$ cat src/rtl/cstc_pkg.sv
package cstc_pkg;

  // ----------------------------------------------------------------
  // Register map
  // ----------------------------------------------------------------
  localparam logic [11:0] ADDR_APPLY  = 12'h232;
  localparam logic [11:0] ADDR_TABLE  = 12'ha00;
  localparam logic [11:0] ADDR_BUSY   = 12'hb00;
  localparam logic [11:0] ADDR_ERROR  = 12'hb01;
  localparam logic [11:0] ADDR_CTRL   = 12'hb02;
  localparam logic [11:0] ADDR_SAVE   = 12'hb03;
  localparam int          BIT_APPLY   = 0;
  localparam int          BIT_WREN    = 0;
  localparam int          BIT_SOFT    = 1;
  localparam int          BIT_SAVE    = 0;
  localparam logic        WREN_RESET  = 1'b0;

  // ----------------------------------------------------------------
  // Segment table layout
  // ----------------------------------------------------------------
  // A record is three bytes: count minus one (bit 7 clear), address high, address low.
  localparam int          TABLE_DEPTH = 23;
  localparam int          STORE_AW    = 11;
  localparam logic [7:0]  OP_APPLY    = 8'ha0;
  localparam logic [7:0]  OP_END      = 8'hff;
  localparam int          OP_FLAG_BIT = 7;
  localparam logic [7:0]  TABLE_RESET [TABLE_DEPTH] = '{
    8'h7f, 8'h00, 8'h00,
    8'h7f, 8'h00, 8'h80,
    8'h7f, 8'h01, 8'h00,
    8'h7f, 8'h01, 8'h80,
    8'h32, 8'h02, 8'h00,
    8'ha0, 8'hff,
    8'hff, 8'hff, 8'hff, 8'hff, 8'hff, 8'hff
  };

  // ----------------------------------------------------------------
  // Types
  // ----------------------------------------------------------------
  typedef enum logic [2:0] {
    S_IDLE, S_DECODE, S_ADDR_HI, S_ADDR_LO, S_READ_BUF, S_STORE_REQ, S_STORE_WAIT
  } cstc_state_type;

  typedef struct packed {
    logic                req;
    logic                we;
    logic [STORE_AW-1:0] addr;
    logic [7:0]          wdata;
  } cstc_store_req_type;

  typedef struct packed {
    logic        we;
    logic [11:0] addr;
    logic [7:0]  wdata;
  } cstc_buf_wr_type;

endpackage : cstc_pkg

$ cat src/rtl/cstc_transfer_ctrl.sv
`timescale 1ns/1ps
module cstc_transfer_ctrl
  import cstc_pkg::*;
(
  input  wire logic               clock,
  input  wire logic               rst_n,
  input  wire logic               reg_wr,
  input  wire logic               reg_rd,
  input  wire logic [11:0]        reg_addr,
  input  wire logic [7:0]         reg_wdata,
  output logic      [7:0]         reg_rdata,
  input  wire logic               sclk,
  input  wire logic               store_pin_n,
  input  wire logic               status_sel,
  output logic                    status_pin,
  output logic                    apply_pulse,
  output logic                    device_reset,
  output cstc_buf_wr_type         buf_port,
  input  wire logic [7:0]         buf_rdata,
  output cstc_store_req_type      store_port,
  input  wire logic [7:0]         store_rdata,
  input  wire logic               store_ack,
  input  wire logic               store_data_ok
);

  // ----------------------------------------------------------------
  // State
  // ----------------------------------------------------------------
  logic [7:0]          seg_table [TABLE_DEPTH];
  cstc_state_type      state;
  logic [4:0]          idx;
  logic [6:0]          count;
  logic [11:0]         cur_addr;
  logic [STORE_AW-1:0] store_ptr;
  logic                dir_save;
  logic                busy;
  logic                error;
  logic                err_run;
  logic                wren;
  logic                soft_bit;
  logic                save_cmd;
  logic                sclk_s1;
  logic                sclk_s2;
  logic                sclk_s3;
  logic                pin_s1;
  logic                pin_s2;
  logic                sclk_rise;
  logic                wr_apply;
  logic                wr_ctrl;
  logic                wr_save;
  logic                start_save;
  logic                start_soft;
  logic                entry_end;
  logic [7:0]          entry;

  // Out-of-range indices read as end of data so a full table still terminates.
  function automatic logic [7:0] table_at(input logic [4:0] i);
    logic [7:0] v;
    v = OP_END;
    if (32'(i) < TABLE_DEPTH) begin
      v = seg_table[i];
    end
    return v;
  endfunction : table_at

  // ----------------------------------------------------------------
  // Pin synchronisers
  // ----------------------------------------------------------------
  // Serial clock and store-select pin come from outside the clock domain.
  always_ff @(posedge clock) begin
    if (!rst_n) begin
      sclk_s1 <= 1'b0;
      sclk_s2 <= 1'b0;
      sclk_s3 <= 1'b0;
      pin_s1  <= 1'b1;
      pin_s2  <= 1'b1;
    end else begin
      sclk_s1 <= sclk;
      sclk_s2 <= sclk_s1;
      sclk_s3 <= sclk_s2;
      pin_s1  <= store_pin_n;
      pin_s2  <= pin_s1;
    end
  end

  // Write decode and start conditions.
  assign sclk_rise  = sclk_s2 && !sclk_s3;
  assign wr_apply   = reg_wr && reg_addr == ADDR_APPLY && reg_wdata[BIT_APPLY];
  assign wr_ctrl    = reg_wr && reg_addr == ADDR_CTRL;
  assign wr_save    = reg_wr && reg_addr == ADDR_SAVE && reg_wdata[BIT_SAVE];
  // A save without write enable is dropped, protecting the store.
  assign start_save = wr_save && wren && !busy;
  assign start_soft = wr_ctrl && reg_wdata[BIT_SOFT] && !pin_s2 && !busy;
  assign entry      = table_at(idx);
  assign entry_end  = state == S_DECODE && entry == OP_END;

  // ----------------------------------------------------------------
  // Control register bits
  // ----------------------------------------------------------------
  // Write enable; a soft reset returns it to its protected default.
  always_ff @(posedge clock) begin
    if (!rst_n) begin
      wren <= WREN_RESET;
    end else if (start_soft) begin
      wren <= WREN_RESET;
    end else if (wr_ctrl) begin
      wren <= reg_wdata[BIT_WREN];
    end
  end

  // The soft bit lingers until the serial clock ticks once after the write.
  always_ff @(posedge clock) begin
    if (!rst_n) begin
      soft_bit <= 1'b0;
    end else if (wr_ctrl && reg_wdata[BIT_SOFT]) begin
      soft_bit <= 1'b1;
    end else if (sclk_rise) begin
      soft_bit <= 1'b0;
    end
  end

  // Save command stays set for the whole save and clears at its end.
  always_ff @(posedge clock) begin
    if (!rst_n) begin
      save_cmd <= 1'b0;
    end else if (start_save) begin
      save_cmd <= 1'b1;
    end else if (entry_end) begin
      save_cmd <= 1'b0;
    end
  end

  // Segment table; soft reset restores the full-copy layout before reloading.
  always_ff @(posedge clock) begin
    if (!rst_n || start_soft) begin
      for (int i = 0; i < TABLE_DEPTH; i++) begin
        seg_table[i] <= TABLE_RESET[i];
      end
    end else if (reg_wr && reg_addr >= ADDR_TABLE
                 && reg_addr < ADDR_TABLE + 12'(TABLE_DEPTH)) begin
      seg_table[5'(reg_addr - ADDR_TABLE)] <= reg_wdata;
    end
  end

  // ----------------------------------------------------------------
  // Transfer sequencer
  // ----------------------------------------------------------------
  // Walks the segment table, moving one byte per store handshake.
  always_ff @(posedge clock) begin
    if (!rst_n) begin
      state      <= S_IDLE;
      idx        <= 5'h00;
      count      <= 7'h00;
      cur_addr   <= 12'h000;
      store_ptr  <= '0;
      dir_save   <= 1'b0;
      busy       <= 1'b0;
      error      <= 1'b0;
      err_run    <= 1'b0;
      store_port <= '0;
      buf_port   <= '0;
    end else begin
      buf_port.we <= 1'b0;
      unique case (state)
        S_IDLE: begin
          if (start_save || start_soft) begin
            state     <= S_DECODE;
            dir_save  <= start_save;
            idx       <= 5'h00;
            store_ptr <= '0;
            err_run   <= 1'b0;
            busy      <= 1'b1;
          end
        end
        S_DECODE: begin
          if (entry == OP_END) begin
            state <= S_IDLE;
            busy  <= 1'b0;
            error <= err_run;
          end else if (entry == OP_APPLY) begin
            idx <= idx + 5'h01;
          end else if (entry[OP_FLAG_BIT]) begin
            idx <= idx + 5'h01;
          end else begin
            count <= entry[6:0];
            idx   <= idx + 5'h01;
            state <= S_ADDR_HI;
          end
        end
        S_ADDR_HI: begin
          cur_addr[11:8] <= entry[3:0];
          idx            <= idx + 5'h01;
          state          <= S_ADDR_LO;
        end
        S_ADDR_LO: begin
          cur_addr[7:0] <= entry;
          idx           <= idx + 5'h01;
          state         <= dir_save ? S_READ_BUF : S_STORE_REQ;
        end
        S_READ_BUF: begin
          buf_port.addr <= cur_addr;
          state         <= S_STORE_REQ;
        end
        S_STORE_REQ: begin
          store_port.req   <= 1'b1;
          store_port.we    <= dir_save;
          store_port.addr  <= store_ptr;
          store_port.wdata <= buf_rdata;
          state            <= S_STORE_WAIT;
        end
        S_STORE_WAIT: begin
          if (store_ack) begin
            store_port.req <= 1'b0;
            store_ptr      <= store_ptr + 1'b1;
            if (!store_data_ok) begin
              err_run <= 1'b1;
            end
            if (!dir_save) begin
              buf_port.we    <= 1'b1;
              buf_port.addr  <= cur_addr;
              buf_port.wdata <= store_rdata;
            end
            if (count == 7'h00) begin
              state <= S_DECODE;
            end else begin
              count    <= count - 7'h01;
              cur_addr <= cur_addr + 12'h001;
              state    <= dir_save ? S_READ_BUF : S_STORE_REQ;
            end
          end
        end
        // Code 7 is not a state; fall back to idle rather than lock up.
        default: state <= S_IDLE;
      endcase
    end
  end

  // ----------------------------------------------------------------
  // Pulses, status pin and read data
  // ----------------------------------------------------------------
  // Apply comes from the host bit or from the opcode while restoring; saves skip it.
  always_ff @(posedge clock) begin
    if (!rst_n) begin
      apply_pulse  <= 1'b0;
      device_reset <= 1'b0;
      status_pin   <= 1'b0;
    end else begin
      apply_pulse  <= wr_apply
                      || (state == S_DECODE && entry == OP_APPLY && !dir_save);
      device_reset <= start_soft;
      status_pin   <= status_sel && busy;
    end
  end

  // The update register holds nothing, so it always reads back as zero.
  always_ff @(posedge clock) begin
    if (!rst_n) begin
      reg_rdata <= 8'h00;
    end else if (reg_rd) begin
      if (reg_addr >= ADDR_TABLE && reg_addr < ADDR_TABLE + 12'(TABLE_DEPTH)) begin
        reg_rdata <= seg_table[5'(reg_addr - ADDR_TABLE)];
      end else if (reg_addr == ADDR_BUSY) begin
        reg_rdata <= {7'h00, busy};
      end else if (reg_addr == ADDR_ERROR) begin
        reg_rdata <= {7'h00, error};
      end else if (reg_addr == ADDR_CTRL) begin
        reg_rdata <= {6'h00, soft_bit, wren};
      end else if (reg_addr == ADDR_SAVE) begin
        reg_rdata <= {7'h00, save_cmd};
      end else begin
        reg_rdata <= 8'h00;
      end
    end
  end
endmodule : cstc_transfer_ctrl

$ cat config.mk
export PLATFORM = sky130hd
export DESIGN_NAME = cstc_transfer_ctrl
export DESIGN_NICKNAME = d
export VERILOG_FILES = /design/src/rtl/cstc_pkg.sv /design/src/rtl/cstc_transfer_ctrl.sv
export SDC_FILE = /design/constraint.sdc
export NUM_CORES = 1
export LEC_CHECK = 0
export BUFFER_PORTS_ARGS = -buffer_cell sky130_fd_sc_hd__buf_2
export CORE_MARGIN = 3
export CORE_UTILIZATION = 52
export CTS_CLUSTER_DIAMETER = 30
export DETAILED_ROUTE_END_ITERATION = 8
export GPL_ROUTABILITY_DRIVEN = 0
export HOLD_SLACK_MARGIN = 0.08
export PLACE_DENSITY_LB_ADDON = 0.08
export SYNTH_ARGS = -nofsm -noshare
export SYNTH_HDL_FRONTEND = slang
export SYNTH_SLANG_ARGS = --single-unit
export TNS_END_PERCENT = 100
$ cat constraint.sdc
create_clock -name clock -period 7.6 [get_ports clock]
set_input_delay 0.76 -clock clock [delete_from_list [all_inputs] [get_ports clock]]
set_output_delay 0.76 -clock clock [all_outputs]
set_load 0.02 [all_outputs]
Word level (Yosys, flattened, before mapping). Memories as Yosys holds them, arrays and structs flattened. A register that Yosys moved wholly into a read port is not among the register bits. Index checks and enable logic that the tools add are counted.

$add $sub $neg: 5. Magnitude comparators: 3. Equality and inequality tests: 24. Muxes and demuxes: 56. Bitwise operators: 2. Reduce and logical (&&, ||, !) cells: 55.

Operator list (count): 12-bit == test (second input constant) (4); 7-bit 2-to-1 mux (5); 5-bit 2-to-1 mux (5); 12-bit 2-to-1 mux (2); 8-bit 2-to-1 mux (3); 12-bit one-hot mux with 2 select lines (1); 3-bit AND reduction (8); 11-bit 2-to-1 mux (2); 11-bit one-hot mux with 2 select lines (1); 21-bit 2-to-1 mux (1); 3-bit one-hot mux with 7 select lines (1); 20-bit 2-to-1 mux (1); 1-bit logical AND (18); 1-bit 2-to-1 mux (18); 3-bit 2-to-1 mux (6); 2-bit inequality test (second input constant) (9); 2-bit nonzero test (9); 8-bit == test (second input constant) (2); 8-bit one-hot mux with 2 select lines (1); 5-bit one-hot mux with 3 select lines (1); 7-bit one-hot mux with 2 select lines (1); 12-bit by 1-bit adder with 12-bit output (second input constant) (1); 12-bit by 10-bit == test with 1-bit output (second input constant) (1); 12-bit >= comparator (second input constant) (1); other kinds (24) (43).

Bits in registers: 103. Bits in writable memories: 184. Output and inout port bits: 53. Logic and storage cells: 175. Memories: 1.

Memories: seg_table (depth 23, bits a word 8, read ports 2, clocked after memory_dff 1, wr ports 23, line cstc_transfer_ctrl.sv:29) `logic [7:0] seg_table [TABLE_DEPTH];`.

Depth between registers and ports, before layout.
Word-level depth: 10. Depth in mapped cells: 12. Mapped depth without buffers: 9.

Worst setup path after synthesis. Ideal clock, no wire load.

Path kind: input to register. From: input port reg_addr[7]. To: memory seg_table[16][0] (enable). Setup time: 0.384 ns. Arrival: 3.323 ns. Required time: 7.216 ns. Setup slack: 3.893 ns. Cell stages on the path: 8. Path buffers: 2. Path through: or4b_4 or2_1 a211oi_4 nand3_2 or3_1 buf_2 buf_4 o21ai_0.

RTL lines: from (decl) (line cstc_transfer_ctrl.sv:9) `input wire logic [11:0] reg_addr,`; to (decl) (line cstc_transfer_ctrl.sv:29).

==> impl_metrics.env <==
export IMPL_use_met3=0.0710
export IMPL_finalWirelength_um=49700
export IMPL_synth_seq_cells=364
export IMPL_met1_usage=0.364
export IMPL_ys_seq_area_frac=0.552
export IMPL_synth_cell_types=75
export IMPL_avgViaCountPerCell=6.12
export IMPL_synthXorXnorAreaFrac=0.00392
export IMPL_placementRows=67
export IMPL_holdBufCountCts=0
export IMPL_final_util=0.647
export IMPL_power_density_mw_per_mm2=292
export IMPL_tritoncts="built"
export IMPL_synthAdderAreaFrac=0.00350
export IMPL_dr_first_iter_drc_count=1326
export IMPL_setup_viol=0
export IMPL_cp_start_kind="flip-flop"
export IMPL_fp_coreArea_mm2=0.0337
export IMPL_vdd_ir_drop_worst_v=0.000221
export IMPL_drv_cap=0
export IMPL_drive_above_1_share=0.235
export IMPL_critPathArrivalTime_ns=4.78
export IMPL_initial_utilization=0.530
export IMPL_syn_to_final_growth_pct=22.2
export IMPL_wl_per_cell_um=23.7
export IMPL_syn_avg_cell_area_um2=12.6
export IMPL_ys_warn_count=0
export IMPL_layout_nets=1626
export IMPL_port_buffers=97
export IMPL_yosys_area_share_simple=0.157
export IMPL_rsz0062_at_grt="false"
export IMPL_syn_cell_area_mm2=0.0179
export IMPL_use_met2=0.444
export IMPL_fillers=2579
export IMPL_grt_overflow_total=0
export IMPL_hold_class="input port to flip-flop"
export IMPL_synth_top_family_by_area="multiplexers"
export IMPL_fmax_ghz=0.232
export IMPL_grt_pass1_vias=12600
export IMPL_grt_max_degree=79
export IMPL_async_reset_ff_frac=0
export IMPL_ant_nets=0
export IMPL_dp_hpwl_um=32700
export IMPL_cts_buffers=85
export IMPL_synth_edf_count=256
export IMPL_syn_instance_count=1417
export IMPL_grt_pass1_wl_um=75700
export IMPL_drtPass1Iterations=5
export IMPL_antenna_cells=0
export IMPL_cts_root_buf="clkbuf_16"
export IMPL_critPathMaxFanout=34
export IMPL_busiest_layer="met2"
export IMPL_pre_cts_ws_ns=2.97
export IMPL_dieArea_mm2=0.0366
export IMPL_clockBufferDepth=3
export IMPL_io_pins=98
export IMPL_grt_use_total=0.276
export IMPL_fp_dieH_um=191
export IMPL_skew_ns=0.0196
export IMPL_drc=0
export IMPL_setup_tns_ns=0
export IMPL_timing_final_crit_share=0.567
export IMPL_die_width_um=191
export IMPL_via_count=12800
export IMPL_cts_setup_buffers=0
export IMPL_synthMuxAreaShare=0.171
export IMPL_required_ns=8.07
export IMPL_worstSetupPathType="flip-flop to flip-flop"
export IMPL_antenna_found_initial=0
export IMPL_timing_final_max_slew_violations=0
export IMPL_slew_headroom=0.159
export IMPL_layout_setup_ws_ns=3.29
export IMPL_status="finished clean"
export IMPL_power_leakage_uw=0.00778
export IMPL_worstSkewPairLatency_ns=0.60
export IMPL_path_clk_slew_ns=0.05
export IMPL_worst_pin_slew_ns=1.25
export IMPL_synth_compound_area_frac=0.0810
export IMPL_finalHoldViolCount=0
export IMPL_cts_resized_gates=0
export IMPL_cts_htree_levels=3
export IMPL_min_period_ns=4.31
export IMPL_ys_flop_type="edfxtp_1"
export IMPL_end_kind="flip-flop"
export IMPL_clkSinkCount=364
## per-layer routing
| metal | vias up | wire (um) | share of wire |
|---|---|---|---|
| met2 | 645 | 23800 | 0.48 |
| met1 | 6339 | 19800 | 0.40 |
| li1 | 5719 | - | - |
| met4 | 0 | 1690 | 0.034 |
| met3 | 126 | 4450 | 0.089 |
| met5 | - | 0 | 0 |
## stage by stage
step | total power [uW] | instances | hold slack (ns) | instance area, um2
finish | 6380 | 2096 | 0.347 | 21800
detailed placement | 2570 | 1937 | 0.400 | 18800
CTS | 6410 | 2096 | 0.332 | 21800
floorplan | 2450 | 1488 | 0.386 | 18100
global route | 6570 | 2096 | 0.340 | 21800
global placement | 2570 | 1937 | 0.405 | 18800
## path summary, 6_finish.rpt
path               start      to  slack [ns]  cells after the start
min reg2reg       pin_s1  pin_s2        0.41                      1
max reg2reg    flip-flop  idx[4]        3.29                      9
max            flip-flop  idx[4]        3.29                      9
min          store_pin_n  pin_s1        0.35                      2
## layout by cell type, fill, tap and decap left out, drive strengths merged, types with 39 or more instances in the layout
master,instances
edfxtp,256
mux4,116
buf,115
dfxtp,108
nand2,107
clkbuf,101
or3,94
and2,89
nor2,83
a21oi,82
conb,72
o21ai,64
nand3,39
## flip-flops by register name, indices dropped and copies added (netlist names), 3 cells and up, named ones only
signal / cells
store_port: 21
seg_table: 256
store_ptr: 11
count: 7
idx: 5
reg_rdata: 8
buf_port: 21
cur_addr: 12
state: 3
## cell usage after synthesis, drive strengths merged (3+ instances only)
| cell | count | area (um2) |
|---|---|---|
| mux4 | 116 | 2620 |
| a21oi | 82 | 414 |
| or2 | 4 | 25.0 |
| a211o | 6 | 52.6 |
| o21a | 5 | 37.5 |
| nand3 | 39 | 200 |
| dfxtp | 108 | 2160 |
| o221ai | 3 | 26.3 |
| nor4 | 8 | 62.6 |
| xor2 | 8 | 70.1 |
| a41o | 4 | 40.0 |
| or3 | 94 | 588 |
| inv | 9 | 33.8 |
| nor2 | 83 | 312 |
| and2 | 89 | 557 |
| ha | 5 | 62.6 |
| nand2b | 24 | 150 |
| nand4 | 8 | 50.1 |
| o21ai | 64 | 320 |
| edfxtp | 256 | 7690 |
| nor4b | 3 | 62.6 |
| a31oi | 8 | 50.1 |
| nand2 | 107 | 402 |
| clkinv | 4 | 15.0 |
| nor3b | 5 | 37.5 |
| nor2b | 9 | 56.3 |
| and3 | 14 | 87.6 |
| o211ai | 6 | 45.0 |
| buf | 36 | 240 |
| nor3 | 26 | 130 |
| mux2i | 35 | 350 |
| o22ai | 6 | 37.5 |
| clkbuf | 78 | 293 |
| a211oi | 7 | 65.1 |
| mux2 | 7 | 78.8 |
| a22oi | 16 | 120 |
## report_power, final
group / internal, uW / switching (uW) / leakage [uW]
Sequential: 2220 / 46.8 / 0.00338
Clock: 2690 / 1140 / 0.00147
Combinational: 111 / 174 / 0.00293
## critical path, cell delays in order (launching register included)
cell and delay (ns):
dfxtp_4 0.80, buf_4 0.66, mux4_2 0.60, nor2b_1 0.14
a2111oi_0 0.60, nor3_1 0.14, nor4b_2 0.20, nand3_1 0.40
a21oi_2 0.23, a211o_1 0.36
## logic make-up after synthesis
group | Yosys count
buffers and inverters | 127
xor gates and xnor gates | 8
other | 1
adders and majority gates | 5
muxes | 158
AOI/OAI and AO/OA | 233
and+or+nand+nor | 521
DFF | 364
## area by class of cell
class | count | area, um2 | area share
clock inverter | 58 | 793 | 0.0364
tap | 448 | 561 | 0.0257
multi-input combinational | 997 | 7690 | 0.352
sequential | 364 | 9850 | 0.452
timing repair buffer | 115 | 623 | 0.0286
clock buffer | 101 | 2250 | 0.103
inverter | 13 | 48.8 | 0.00224
Power figures use the tool's default switching activity.
